<file path="src/core/mrc_defines.svh">
`ifndef MRC_DEFINES_SVH
`define MRC_DEFINES_SVH

// register offsets
`define MRC_ADDR_RESET 8'h03
`define MRC_ADDR_DEVICE_CONFIG_PRIMARY 8'h04

// soft reset register fields
`define MRC_RST_TRIGGER_BIT 0

// configuration register fields
`define MRC_CFG_SYNC_BIT 15
`define MRC_CFG_TXFCS_BIT 14
`define MRC_CFG_CSALIGN_BIT 13
`define MRC_CFG_ZALIGN_BIT 12
`define MRC_CFG_THR_MSB 11
`define MRC_CFG_THR_LSB 10
`define MRC_CFG_LOW_MSB 9
`define MRC_CFG_LOW_LSB 0
`define MRC_CFG_LOW_VALUE 10'h006
`define MRC_CFG_THR_RESET 2'h0

// credit threshold encodings
`define MRC_THR_ENC_1 2'h0
`define MRC_THR_ENC_4 2'h1
`define MRC_THR_ENC_8 2'h2
`define MRC_THR_VAL_1 5'h01
`define MRC_THR_VAL_4 5'h04
`define MRC_THR_VAL_8 5'h08
`define MRC_THR_VAL_16 5'h10

// chip select hold time
`define MRC_CLK_PERIOD_NS 10
`define MRC_CS_MIN_NS 100
`define MRC_CS_MIN_CYC ((`MRC_CS_MIN_NS + `MRC_CLK_PERIOD_NS - 1) / `MRC_CLK_PERIOD_NS)
`define MRC_CS_CNT_W 4

`endif

</file>
<file path="src/core/mrc_pkg.sv">
package mrc_pkg;

  typedef enum logic [1:0] {
    MRC_RST_IDLE,
    MRC_RST_ARMED,
    MRC_RST_FIRE
  } mrc_rst_state_type;

  typedef logic [31:0] mrc_word_type;
  typedef logic [7:0] mrc_addr_type;

endpackage

</file>
<file path="src/core/mrc_sync.sv">
`timescale 1ns/100ps
`default_nettype none

module mrc_sync #(
  parameter logic RESET_VAL = 1'b0
) (
  input wire logic clk,
  input wire logic reset_n,
  input wire logic async_in,
  output logic sync_out
);

  logic meta_q;
  logic sync_q;

  // two flops, nothing reads the first but the second
  always_ff @(posedge clk or negedge reset_n) begin
    if (!reset_n) begin
      meta_q <= RESET_VAL;
      sync_q <= RESET_VAL;
    end else begin
      meta_q <= async_in;
      sync_q <= meta_q;
    end
  end

  assign sync_out = sync_q;

endmodule // mrc_sync

`default_nettype wire

</file>
<file path="src/core/mrc_regs.sv">
`timescale 1ns/100ps
`default_nettype none
`include "mrc_defines.svh"

// What this block does
// - Writing one to the soft reset bit returns the whole device and all its registers to defaults.
// - The soft reset is held back until chip select is released after the write, and is dropped if chip select was low for fewer than 10 cycles.
// - The soft reset bit clears itself and never reads back as set.
// - The configured flag is copied into the flag bit of every receive chunk footer.
// - The configured flag is write-one-to-set and only a reset clears it.
// - After any reset the configured flag clears, reset-complete sets and the interrupt asserts.
// - With check sequence validation on, the last four octets of each frame are checked.
// - With select alignment on, frames start only in the first chunk after chip select asserts.
// - With select alignment off, a frame may start in any chunk of a transfer.
// - With zero alignment on, frames start at the payload start with a start word offset of zero.
// - With zero and select alignment both off, a frame may start at any word of a chunk payload.
// - The free-credit interrupt asserts only once credits reach the threshold of 1, 4, 8 or 16.
// - Alignment and credit threshold settings act only under the chunked protocol.
module mrc_regs #(
  parameter int CREDIT_W = 6
) (
  input wire logic clk,
  input wire logic reset_n,
  input wire logic spi_cs_n,
  input wire logic oa_protocol_sel,
  input wire logic reg_wr_en,
  input wire logic reg_rd_en,
  input wire mrc_pkg::mrc_addr_type reg_addr,
  input wire mrc_pkg::mrc_word_type reg_wr_data,
  input wire logic reset_complete_clear,
  input wire logic [CREDIT_W-1:0] free_tx_credits,
  input wire logic rx_chunk_first,
  input wire logic rx_word_at_chunk_start,
  output mrc_pkg::mrc_word_type reg_rd_data_q,
  output logic reg_rd_valid_q,
  output logic device_soft_reset_q,
  output logic footer_sync_q,
  output logic tx_check_seq_validate_en_q,
  output logic select_aligned_rx_frame_en_q,
  output logic zero_aligned_rx_frame_en_q,
  output logic rx_frame_start_ok_q,
  output logic reset_complete_flag_q,
  output logic tx_credit_irq_q,
  output logic host_interrupt_n_q
);
  import mrc_pkg::*;

  function automatic logic addr_is(input mrc_addr_type a, input mrc_addr_type ref_a);
    addr_is = (a == ref_a);
  endfunction

  function automatic logic [4:0] thr_value(input logic [1:0] enc);
    case (enc)
      `MRC_THR_ENC_1: thr_value = `MRC_THR_VAL_1;
      `MRC_THR_ENC_4: thr_value = `MRC_THR_VAL_4;
      `MRC_THR_ENC_8: thr_value = `MRC_THR_VAL_8;
      default: thr_value = `MRC_THR_VAL_16;
    endcase
  endfunction

  localparam logic [`MRC_CS_CNT_W-1:0] CS_MIN = `MRC_CS_CNT_W'(`MRC_CS_MIN_CYC);

  logic cs_n_s;

  mrc_sync #(
    .RESET_VAL(1'b1)
  ) u_cs_sync (
    .clk(clk),
    .reset_n(reset_n),
    .async_in(spi_cs_n),
    .sync_out(cs_n_s)
  );

  logic wr_reset;
  logic wr_cfg;
  logic rd_reset;
  logic rd_cfg;

  assign wr_reset = reg_wr_en && addr_is(reg_addr, `MRC_ADDR_RESET);
  assign wr_cfg = reg_wr_en && addr_is(reg_addr, `MRC_ADDR_DEVICE_CONFIG_PRIMARY);
  assign rd_reset = reg_rd_en && addr_is(reg_addr, `MRC_ADDR_RESET);
  assign rd_cfg = reg_rd_en && addr_is(reg_addr, `MRC_ADDR_DEVICE_CONFIG_PRIMARY);

  // soft reset sequencing
  mrc_rst_state_type rst_state_q;
  mrc_rst_state_type rst_state_d;
  logic [`MRC_CS_CNT_W-1:0] cs_cnt_q;
  logic [`MRC_CS_CNT_W-1:0] cs_cnt_d;
  logic soft_rst_d;

  always_comb begin
    rst_state_d = rst_state_q;
    soft_rst_d = 1'b0;
    cs_cnt_d = cs_cnt_q;
    // chip select low time, saturating
    if (cs_n_s) begin
      cs_cnt_d = '0;
    end else if (cs_cnt_q != CS_MIN) begin
      cs_cnt_d = cs_cnt_q + `MRC_CS_CNT_W'(1);
    end
    case (rst_state_q)
      MRC_RST_IDLE: begin
        if (wr_reset && reg_wr_data[`MRC_RST_TRIGGER_BIT]) begin
          rst_state_d = MRC_RST_ARMED;
        end
      end
      MRC_RST_ARMED: begin
        if (cs_n_s) begin
          if (cs_cnt_q == CS_MIN) begin
            rst_state_d = MRC_RST_FIRE;
            soft_rst_d = 1'b1;
          end else begin
            rst_state_d = MRC_RST_IDLE;
          end
        end
      end
      MRC_RST_FIRE: begin
        rst_state_d = MRC_RST_IDLE;
      end
      default: begin
        rst_state_d = MRC_RST_IDLE;
      end
    endcase
  end

  always_ff @(posedge clk or negedge reset_n) begin
    if (!reset_n) begin
      rst_state_q <= MRC_RST_IDLE;
      cs_cnt_q <= '0;
      device_soft_reset_q <= 1'b0;
    end else begin
      rst_state_q <= rst_state_d;
      cs_cnt_q <= cs_cnt_d;
      device_soft_reset_q <= soft_rst_d;
    end
  end

  // configuration register
  logic sync_q;
  logic sync_d;
  logic txfcs_q;
  logic txfcs_d;
  logic csalign_q;
  logic csalign_d;
  logic zalign_q;
  logic zalign_d;
  logic [1:0] thr_q;
  logic [1:0] thr_d;
  logic rstc_d;

  always_comb begin
    sync_d = sync_q;
    txfcs_d = txfcs_q;
    csalign_d = csalign_q;
    zalign_d = zalign_q;
    thr_d = thr_q;
    rstc_d = reset_complete_flag_q;
    if (reset_complete_clear) begin
      rstc_d = 1'b0;
    end
    // defaults land together with the pulse
    if (soft_rst_d) begin
      sync_d = 1'b0;
      txfcs_d = 1'b0;
      csalign_d = 1'b0;
      zalign_d = 1'b0;
      thr_d = `MRC_CFG_THR_RESET;
      rstc_d = 1'b1;
    end else if (wr_cfg) begin
      sync_d = sync_q | reg_wr_data[`MRC_CFG_SYNC_BIT];
      txfcs_d = reg_wr_data[`MRC_CFG_TXFCS_BIT];
      csalign_d = reg_wr_data[`MRC_CFG_CSALIGN_BIT];
      zalign_d = reg_wr_data[`MRC_CFG_ZALIGN_BIT];
      thr_d = reg_wr_data[`MRC_CFG_THR_MSB:`MRC_CFG_THR_LSB];
    end
  end

  always_ff @(posedge clk or negedge reset_n) begin
    if (!reset_n) begin
      sync_q <= 1'b0;
      txfcs_q <= 1'b0;
      csalign_q <= 1'b0;
      zalign_q <= 1'b0;
      thr_q <= `MRC_CFG_THR_RESET;
      reset_complete_flag_q <= 1'b1;
    end else begin
      sync_q <= sync_d;
      txfcs_q <= txfcs_d;
      csalign_q <= csalign_d;
      zalign_q <= zalign_d;
      thr_q <= thr_d;
      reset_complete_flag_q <= rstc_d;
    end
  end

  // register reads
  mrc_word_type rd_data_d;

  always_comb begin
    rd_data_d = '0;
    if (rd_cfg) begin
      rd_data_d[`MRC_CFG_SYNC_BIT] = sync_q;
      rd_data_d[`MRC_CFG_TXFCS_BIT] = txfcs_q;
      rd_data_d[`MRC_CFG_CSALIGN_BIT] = csalign_q;
      rd_data_d[`MRC_CFG_ZALIGN_BIT] = zalign_q;
      rd_data_d[`MRC_CFG_THR_MSB:`MRC_CFG_THR_LSB] = thr_q;
      rd_data_d[`MRC_CFG_LOW_MSB:`MRC_CFG_LOW_LSB] = `MRC_CFG_LOW_VALUE;
    end else if (rd_reset) begin
      rd_data_d = '0;
    end
  end

  always_ff @(posedge clk or negedge reset_n) begin
    if (!reset_n) begin
      reg_rd_data_q <= '0;
      reg_rd_valid_q <= 1'b0;
    end else begin
      reg_rd_data_q <= rd_data_d;
      reg_rd_valid_q <= reg_rd_en;
    end
  end

  // effective settings and framing
  logic csa_eff;
  logic za_eff;
  logic [4:0] thr_eff;
  logic start_ok_d;
  logic credit_d;
  logic irq_n_d;

  always_comb begin
    csa_eff = csalign_q && oa_protocol_sel;
    za_eff = zalign_q && oa_protocol_sel;
    thr_eff = oa_protocol_sel ? thr_value(thr_q) : `MRC_THR_VAL_1;
    start_ok_d = 1'b1;
    if (csa_eff && !(rx_chunk_first && rx_word_at_chunk_start)) begin
      start_ok_d = 1'b0;
    end
    if (za_eff && !rx_word_at_chunk_start) begin
      start_ok_d = 1'b0;
    end
    credit_d = (free_tx_credits >= CREDIT_W'(thr_eff));
    irq_n_d = !(rstc_d || credit_d);
  end

  always_ff @(posedge clk or negedge reset_n) begin
    if (!reset_n) begin
      footer_sync_q <= 1'b0;
      tx_check_seq_validate_en_q <= 1'b0;
      select_aligned_rx_frame_en_q <= 1'b0;
      zero_aligned_rx_frame_en_q <= 1'b0;
      rx_frame_start_ok_q <= 1'b1;
      tx_credit_irq_q <= 1'b0;
      host_interrupt_n_q <= 1'b0;
    end else begin
      footer_sync_q <= sync_d;
      tx_check_seq_validate_en_q <= txfcs_d;
      select_aligned_rx_frame_en_q <= csa_eff;
      zero_aligned_rx_frame_en_q <= za_eff;
      rx_frame_start_ok_q <= start_ok_d;
      tx_credit_irq_q <= credit_d;
      host_interrupt_n_q <= irq_n_d;
    end
  end

endmodule // mrc_regs

`default_nettype wire

</file>
<file path="config.mk">
export PLATFORM = sky130hd
export DESIGN_NAME = mrc_regs
export DESIGN_NICKNAME = d
export VERILOG_FILES = /design/src/core/mrc_pkg.sv /design/src/core/mrc_sync.sv /design/src/core/mrc_regs.sv
export VERILOG_INCLUDE_DIRS = /design/src /design/src/core
export SDC_FILE = /design/constraint.sdc
export NUM_CORES = 1
export LEC_CHECK = 0
export ABC_AREA = 1
export BUFFER_PORTS_ARGS = -buffer_cell sky130_fd_sc_hd__buf_2
export CAP_MARGIN = 25
export CELL_PAD_IN_SITES_DETAIL_PLACEMENT = 1
export CELL_PAD_IN_SITES_GLOBAL_PLACEMENT = 1
export CORE_MARGIN = 1.5
export CORE_UTILIZATION = 27
export DETAILED_ROUTE_END_ITERATION = 8
export PLACE_DENSITY_LB_ADDON = 0.1
export SKIP_CTS_REPAIR_TIMING = 1
export SYNTH_ARGS = -nofsm -noshare
export SYNTH_HDL_FRONTEND = slang
export SYNTH_SLANG_ARGS = --single-unit
</file>
<file path="constraint.sdc">
create_clock -name clk -period 1.9 [get_ports clk]
set_input_delay 0.38 -clock clk [delete_from_list [all_inputs] [get_ports clk]]
set_output_delay 0.38 -clock clk [all_outputs]
set_load 0.1 [all_outputs]
</file>
==> impl_metrics.tcl, run 1 <==
set metrics [dict create \
    status "completed" \
    grt.busiest_layer "met2" \
    cts_buffer_depth 2 \
    drtPass1Iterations 3 \
    path_clk_slew_ns 0.06 \
    ios 97 \
    grt_max_degree 30 \
    hold_viol 0 \
    max_stage_delay_ns 0.53 \
    period_share_pct 84.9 \
    regArea_um2 731 \
    critical_path_depth 1 \
    drtIter0Drc 25 \
    r2r-start "thr_q[0]$_DFFE_PN0P_" \
    crit_type "register to output pin" \
    powerDensity_nw_per_um2 870 \
    ys_warn_count 0 \
    worst_r2r_path_depth 8 \
    avgSynthCellArea_um2 8.95 \
    grt_usage_pct 12.0 \
    multi_input_area_um2 559 \
    place_area_um2 1720 \
    maxCapViolCount 0 \
    synth_top_area_share_pct 41.4 \
    final-setup-viol-count 0 \
    fin_worst_skew_ns 0.00705 \
    synth.most_common_cell "inv_1" \
    clock_sinks 29 \
    coreArea_um2 5440 \
    fin_cells 292 \
    path_cells "buf_2" \
    fin_crit_ns 1.61 \
    critPathRequiredTime_ns 1.52 \
    die_y_um 77.9 \
    grt_use_met2_pct 19.1 \
    cp_slowest_cell "dfstp_2" \
    reg2reg_slack_ns 0.48 \
    diodes 0 \
    met3_usage_pct 4.24 \
    vias_per_cell 4.15 \
    final_nets 280 \
    clock.fmax_ghz 0.620 \
    synth.distinct_cells 29 \
    syn_to_final_growth_pct 20.4 \
    seq_area_frac_synth_pct 48.3 \
    synth_cells 169 \
    wl_per_cell_um 11.3 \
    num_vias 1211 \
    end_kind "output pin" \
    fin_setup_tns_ns 0 \
    arrival_ns 1.23 \
    ys_ff_latch 29 \
    p_leak_nw 1.05 \
    synth_area_um2 1510 \
    peakVddDrop_mv 0.252 \
    cp_top_family "flip-flops" \
    cts_tree "built" \
    first_global_vias 1160 \
    start_kind "register" \
    synth_commonest_cells "inv_1 (27), buf_4 (25), dfrtp_1 (25)" \
    worst_slew_pin_slew_ns 0.645 \
    rsz0062_at_grt "false" \
    synth_flop_cell "dfrtp_1" \
    grt_first_pass_wirelength_mm 5.55 \
    wirelength_mm 3.30 \
    drive_gt1_share_pct 30.5 \
    max_slew_margin_pct 57.0 \
    rr_endpoint "host_interrupt_n_q$_DFF_PN0_" \
    synth_area_leaders "dfrtp_1 (41%), buf_4 (12%), dfstp_2 (6.9%)" \
    dp_hpwl_mm 2.64 \
    met1_usage_pct 14.3 \
    portBuffers 47 \
    root_buffer "clkbuf_8" \
    nFillCells 679 \
    die_x_um 77.9 \
    cp_max_fo 2 \
    maxSlewViolCount 0 \
    gp_congestion 0.759 \
    hold_class "input port to async pin" \
    fin_area_um2 1820 \
    synth_edf_count 0 \
    cts_made_buffers 5 \
    rows 27 \
    netlist.top_cell.by_area "dfrtp_1" \
    h-tree-depth 2 \
    dp.cells 284 \
    synth_async_sr_flop_share_pct 100 \
    globalRouteOverflowTotal 0 \
    ant_nets 0 \
    drc 0 \
    clock_latency_ns 0.28 \
    antenna_found_initial 0 \
    critPathBufInv 1 \
    die_area_um2 6060 \
    start_util_pct 27.8 \
]
-- area by class of cell --
type / count / area share [%]
tap: 72 / 4.95
timing repair buffer: 47 / 12.9
sequential: 29 / 40.1
multi-input combinational: 108 / 30.7
clock buffer: 7 / 5.29
inverter: 28 / 5.77
clock inverter: 1 / 0.275
-- cells in the final DEF, fill, tap and decap left out --
master / netlist / routed
buf_2: 0 / 47
o21ai_1: 1 / 1
inv_2: 1 / 1
or2_0: 1 / 1
inv_1: 27 / 27
o22ai_1: 1 / 1
nand3_1: 14 / 14
a211oi_1: 1 / 1
dfstp_2: 4 / 4
clkbuf_8: 0 / 7
xor2_1: 1 / 1
a21oi_1: 3 / 3
and3_1: 1 / 1
or2_2: 1 / 1
o211ai_1: 1 / 1
o21ai_0: 3 / 3
ha_1: 6 / 6
nor2_2: 1 / 1
nor3_1: 1 / 1
nand2_4: 1 / 1
nand2_1: 18 / 18
nor2_1: 17 / 17
nand2_2: 2 / 2
o31ai_1: 1 / 1
clkinv_2: 0 / 1
conb_1: 1 / 24
nand4_1: 7 / 7
dfrtp_1: 25 / 25
nor2_4: 2 / 2
-- worst reg2reg max path, delay by kind of cell, from the launching register on --
family,cells,cell delay (ns)
AOI/OAI and AO/OA,1,0.09
adders and majority gates,1,0.30
buffers and inverters,2,0.14
DFF,1,0.42
and+or+nand+nor,4,0.41
-- worst max path at each step --
| stage | startpoint | to |
|---|---|---|
| 3_5_place_dp | oa_protocol_sel | host_interrupt_n_q$_DFF_PN0_ |
| 2_1_floorplan | reg_rd_data_q[2]$_DFF_PN0_ | reg_rd_data_q[2] |
| 6_report | reset_complete_flag_q$_DFF_PN1_ | reset_complete_flag_q |
| 5_1_grt | reset_complete_flag_q$_DFF_PN1_ | reset_complete_flag_q |
| 4_1_cts | reset_complete_flag_q$_DFF_PN1_ | reset_complete_flag_q |
| 3_3_place_gp | oa_protocol_sel | host_interrupt_n_q$_DFF_PN0_ |
-- flip-flops by register name, indices dropped and copies added, names as in the netlist --
name / cells
cs_cnt_q: 4
csalign_q: 1
device_soft_reset_q: 1
footer_sync_q: 1
host_interrupt_n_q: 1
reg_rd_data_q: 7
reg_rd_valid_q: 1
reset_complete_flag_q: 1
rst_state_q: 2
rx_frame_start_ok_q: 1
select_aligned_rx_frame_en_q: 1
thr_q: 2
tx_check_seq_validate_en_q: 1
tx_credit_irq_q: 1
u_cs_sync.meta_q: 1
u_cs_sync.sync_out: 1
zalign_q: 1
zero_aligned_rx_frame_en_q: 1
-- metal layers --
layer,vias up,wire length (µm)
met5,-,0
met1,576,1400
met3,6,250
li1,578,-
met4,0,76
met2,51,1580
-- where the power goes --
part | internal, mW | total (mW) | switching [mW]
Clock | 0.327 | 0.560 | 0.233
Combinational | 0.0486 | 0.372 | 0.323
Sequential | 0.639 | 0.653 | 0.0145
Total | 1.01 | 1.59 | 0.571
-- cell families (layout without fill, tap and decap cells) --
logic type	count (synthesis)	after routing	share of synthesized area, %
simple gates	66	66	21.3
buf+inv	55	83	20.4
flops	29	29	48.3
compound gates	11	11	4.22
fa+ha+maj	6	6	4.96
other cells	1	24	0.248
xor+xnor	1	1	0.579
-- metrics by stage --
stage | hold slack [ns] | setup slack, ns | util (%) | total power, mW
2_1_floorplan | 0.0844 | 0.196 | - | 1.01
3_3_place_gp | 0.348 | 0.401 | 31.6 | 1.03
3_5_place_dp | 0.349 | 0.345 | 31.6 | 1.04
4_1_cts | 0.142 | 0.277 | 33.5 | 1.61
5_1_grt | 0.174 | 0.249 | 33.5 | 1.66
6_report | 0.114 | 0.286 | 33.5 | 1.59
Power figures use the tool's default switching activity.
==> inputs of run 2 (changes only) <==
==> constraint.sdc (replaced) <==
create_clock -name clk -period 1.6 [get_ports clk]
set_input_delay 0.32 -clock clk [delete_from_list [all_inputs] [get_ports clk]]
set_output_delay 0.32 -clock clk [all_outputs]
set_load 0.1 [all_outputs]
==> run 2 against run 1 <==
  * Hold slack got worse by 0.046 ns
  * Clock skew shrank 0.0049 ns
  * Core utilization shrank 0.30 points
  * Critical path depth is the same
  * Total power is 13% higher
  * Sequential share of layout area grew 0.50 points
  * Combinational power is 19% higher
  * Wire length decreased by 1.9%
  * First-iteration DRC count up 12%
==> impl_metrics.tcl, run 2 (synthesized netlist as in run 1, its figures left out) <==
set metrics [dict create \
    grt_usage_pct 11.7 \
    die_x_um 77.9 \
    powerDensity_nw_per_um2 989 \
    hold_class "input port to async pin" \
    period_share_pct 96.7 \
    crit_type "register to output pin" \
    num_vias 1209 \
    final_nets 280 \
    max_stage_delay_ns 0.53 \
    status "completed" \
    coreArea_um2 5440 \
    cts_tree "built" \
    rsz0062_at_grt "false" \
    largestRegisters "reg_rd_data_q: 7 flops, cs_cnt_q: 4 flops" \
    ios 97 \
    globalRouteOverflowTotal 0 \
    final_common_cell "buf_2" \
    cts_made_buffers 5 \
    drc 0 \
    antenna_found_initial 0 \
    worst_slack_ns 0.0521 \
    mostFrequentLayoutCells "buf_2 (47), inv_1 (27), conb_1 (24)" \
    wirelength_mm 3.24 \
    fin_worst_skew_ns 0.00217 \
    fin_crit_ns 1.55 \
    grt_first_pass_wirelength_mm 5.53 \
    vias_per_cell 4.14 \
    dp_hpwl_mm 2.61 \
    die_area_um2 6060 \
    drtPass1Iterations 4 \
    rr_endpoint "host_interrupt_n_q$_DFF_PN0_" \
    first_global_vias 1221 \
    arrival_ns 1.23 \
    fin_setup_tns_ns 0 \
    ant_nets 0 \
    syn_to_final_growth_pct 19.4 \
    p_leak_nw 1.04 \
    rows 27 \
    peakVddDrop_mv 0.312 \
    maxCapViolCount 0 \
    r2r-start "thr_q[0]$_DFFE_PN0P_" \
    path_clk_slew_ns 0.06 \
    critPathBufInv 1 \
    die_y_um 77.9 \
    largest_reg_flops 7 \
    path_cells "buf_2" \
    max_flop_register "reg_rd_data_q" \
    final-setup-viol-count 0 \
    wl_per_cell_um 11.1 \
    pre_cts_ws_ns 0.0825 \
    hold_viol 0 \
    drtIter0Drc 28 \
    portBuffers 47 \
    cp_top_family "flip-flops" \
    root_buffer "clkbuf_8" \
    clock_sinks 29 \
    drive_gt1_share_pct 30.9 \
    diodes 0 \
    end_kind "output pin" \
    worst_r2r_path_depth 7 \
    cp_max_fo 2 \
    worst_slew_pin_slew_ns 0.645 \
    max_slew_margin_pct 57.0 \
    grt_max_degree 30 \
    start_util_pct 27.8 \
    critPathRequiredTime_ns 1.28 \
    finalPower_mw 1.79 \
    clock.fmax_ghz 0.646 \
    maxSlewViolCount 0 \
    clock_latency_ns 0.28 \
    gp_congestion 0.754 \
    start_kind "register" \
    cp_slowest_cell "dfstp_2" \
    reg2reg_slack_ns 0.17 \
    h-tree-depth 2 \
    critPathLaunch "reset_complete_flag_q$_DFF_PN1_" \
    cts_buffer_depth 2 \
]
## run 2: worst max-delay path by stage
stage                                    to  cells past startpoint  slack, ns
2_1_floorplan     footer_sync_q$_DFFE_PN0P_                      3       0.19
3_3_place_gp   host_interrupt_n_q$_DFF_PN0_                      8       0.17
3_5_place_dp   host_interrupt_n_q$_DFF_PN0_                      8       0.08
4_1_cts               reset_complete_flag_q                      1       0.04
5_1_grt               reset_complete_flag_q                      1       0.01
6_report              reset_complete_flag_q                      1       0.05
## run 2: worst register-to-register path, stage by stage, from the launching register on
cell	delay [ns]
dfrtp_1	0.41
nand3_1	0.11
ha_1	0.28
inv_1	0.04
nor2_1	0.16
o211ai_1	0.13
nand3_1	0.14
nor2_1	0.05
## run 2: final cells by class
type | instances | area [µm²]
clock buffer | 6 | 72.6
clock inverter | 2 | 10.0
fill | 674 | 3630
inverter | 28 | 105
multi-input combinational | 108 | 559
sequential | 29 | 733
tap | 72 | 90.1
timing repair buffer | 47 | 235
## run 2: stage by stage
| step | instance area, µm² | hold slack, ns | cells | utilization [%] |
|---|---|---|---|---|
| finish | 1810 | 0.0681 | 292 | 33.2 |
| global route | 1810 | 0.109 | 292 | 33.2 |
| CTS | 1800 | 0.0828 | 292 | 33.2 |
| detailed placement | 1720 | 0.352 | 284 | 31.7 |
| global placement | 1720 | 0.348 | 284 | 31.7 |
| floorplan | 1600 | 0.0244 | 192 | - |
## run 2: report_power, final
| group | internal [mW] | leakage, nW | switching, mW |
|---|---|---|---|
| Clock | 0.300 | 0.0450 | 0.268 |
| Combinational | 0.0575 | 0.620 | 0.384 |
| Sequential | 0.759 | 0.377 | 0.0172 |
| Total | 1.12 | 1.04 | 0.670 |
## run 2: metal layers
metal,vias to the layer above,part of all wire [%],track usage (%)
met5,-,0,0
met1,568,44,14.3
met4,0,1.7,4.91
li1,581,-,-
met2,52,47,18.8
met3,8,7.8,4.00
==> inputs of run 3 (changes only) <==
--- a/config.mk
+++ b/config.mk
@@ -11,7 +11,6 @@
 export CAP_MARGIN = 25
 export CELL_PAD_IN_SITES_DETAIL_PLACEMENT = 1
 export CELL_PAD_IN_SITES_GLOBAL_PLACEMENT = 1
-export CORE_MARGIN = 1.5
 export CORE_UTILIZATION = 27
 export DETAILED_ROUTE_END_ITERATION = 8
 export PLACE_DENSITY_LB_ADDON = 0.1
==> constraint.sdc (replaced) <==
create_clock -name clk -period 1.65 [get_ports clk]
set_input_delay 0.33 -clock clk [delete_from_list [all_inputs] [get_ports clk]]
set_output_delay 0.33 -clock clk [all_outputs]
set_load 0.1 [all_outputs]
==> run 3 against run 2 <==
  * Sequential power decreased by 3.1%
  * Worst setup slack gained 0.044 ns
  * Clock skew up 0.0012 ns
  * Combinational power down 2%
  * Highest routed layer unchanged
  * First-iteration DRC count grew 7.1%
  * Critical endpoint unchanged
  * Sequential cell count stayed put
  * Largest power group unchanged
==> impl_metrics.tcl, run 3 (synthesized netlist as in run 1, its figures left out) <==
set metrics [dict create \
    status "completed" \
    pre_cts_ws_ns 0.140 \
    grt_first_pass_wirelength_mm 6.04 \
    ios 97 \
    hold_class "input port to async pin" \
    final_nets 280 \
    antenna_found_initial 0 \
    end_kind "output pin" \
    final_common_cell "buf_2" \
    vias_per_cell 4.15 \
    hold_viol 0 \
    h-tree-depth 2 \
    p_leak_nw 1.04 \
    worst_slew_pin_slew_ns 0.656 \
    wirelength_mm 3.41 \
    fin_worst_skew_ns 0.00341 \
    period_share_pct 94.2 \
    max_slew_margin_pct 56.3 \
    critPathRequiredTime_ns 1.32 \
    critPathBufInv 1 \
    worst_slack_ns 0.0964 \
    drtPass1Iterations 3 \
    drtIter0Drc 30 \
    clock_latency_ns 0.28 \
    globalRouteOverflowTotal 0 \
    dp.cells 282 \
    cts_tree "built" \
    max_stage_delay_ns 0.53 \
    cp_slowest_cell "dfstp_2" \
    cts_buffer_depth 2 \
    routed-wl-met3_um 220 \
    drc 0 \
    syn_to_final_growth_pct 19.4 \
    start_kind "register" \
    routed.top_layer "met4" \
    fin_cells 290 \
    wirelength_met1_mm 1.49 \
    worst_r2r_path_depth 7 \
    critPathLaunch "reset_complete_flag_q$_DFF_PN1_" \
    num_vias 1203 \
    largestRegisters "reg_rd_data_q: 7 flops, cs_cnt_q: 4 flops" \
    clock_sinks 29 \
    crit_type "register to output pin" \
    powerDensity_nw_per_um2 970 \
    portBuffers 47 \
    die_x_um 76.9 \
    final-setup-viol-count 0 \
    mostFrequentLayoutCells "buf_2 (47), inv_1 (27), conb_1 (24), dfrtp_1 (24), nand2_1 (18)" \
    max_flop_register "reg_rd_data_q" \
    die_area_um2 5910 \
    root_buffer "clkbuf_8" \
    r2r-start "thr_q[0]$_DFFE_PN0P_" \
    grt_max_degree 30 \
    maxCapViolCount 0 \
    detailroute.wirelength.met2_mm 1.63 \
    start_util_pct 28.9 \
    clock.fmax_ghz 0.644 \
    die_y_um 76.9 \
    arrival_ns 1.22 \
    rows 26 \
    path_clk_slew_ns 0.06 \
    whs_ns 0.0766 \
    first_global_vias 1281 \
    drive_gt1_share_pct 30.9 \
    nFillCells 657 \
    diodes 0 \
    maxSlewViolCount 0 \
    dp_hpwl_mm 2.69 \
    peakVddDrop_mv 0.333 \
    wl_per_cell_um 11.7 \
    cp_max_fo 2 \
    critical_path_depth 1 \
    rsz0062_at_grt "false" \
    gp_congestion 0.738 \
    ant_nets 0 \
    fin_crit_ns 1.55 \
    largest_reg_flops 7 \
    coreArea_um2 5240 \
    grt_usage_pct 12.9 \
    cp_top_family "flip-flops" \
    path_cells "buf_2" \
    cts_made_buffers 5 \
    fin_setup_tns_ns 0 \
]
-- run 3: where the power goes --
group	switching (mW)	leakage, nW	internal (mW)
clock	0.277	0.0439	0.290
combinational	0.375	0.620	0.0563
sequential	0.0171	0.379	0.735
-- run 3: final timing paths --
| path | slack [ns] | to |
|---|---|---|
| worst max-delay path | 0.1 | reset_complete_flag_q |
| worst min-delay path | 0.08 | cs_cnt_q[2]$_DFFE_PN0P_ |
| worst max register to register | 0.21 | host_interrupt_n_q$_DFF_PN0_ |
| worst min register to register | 0.36 | u_cs_sync.sync_out$_DFF_PN1_ |
| max in group asynchronous | 1.11 | reg_rd_data_q[2]$_DFF_PN0_ |
| min in group clk | 0.16 | u_cs_sync.meta_q$_DFF_PN1_ |
-- run 3: worst register-to-register path, cell delays in order (launching register included) --
cell	delay, ns
dfrtp_1	0.42
nand3_1	0.11
ha_1	0.29
inv_1	0.04
nor2_1	0.17
o211ai_1	0.13
nand3_1	0.14
nor2_1	0.05
-- run 3: stage by stage --
stage	instance area, µm²	total power [mW]	utilization, %
2_1_floorplan	1600	1.16	-
3_3_place_gp	1720	1.19	32.8
3_5_place_dp	1720	1.20	32.8
4_1_cts	1810	1.79	34.5
5_1_grt	1810	1.84	34.5
6_report	1810	1.75	34.5
-- run 3: final cells by class --
cell class / instances / area (µm²) / share of cell area, %
clock inverters: 3 / 17.5 / 0.970
multi-input cells: 108 / 559 / 31.0
flip-flops and latches: 29 / 732 / 40.5
repair buffers: 47 / 235 / 13.0
clock buffers: 5 / 68.8 / 3.81
well taps: 70 / 87.6 / 4.85
inverters: 28 / 105 / 5.82
-- run 3: routing by layer --
layer / GRT usage, % / vias up
li1: - / 577
met4: 5.77 / 0
met5: 0 / -
met3: 2.74 / 7
met2: 22.0 / 48
met1: 15.5 / 571
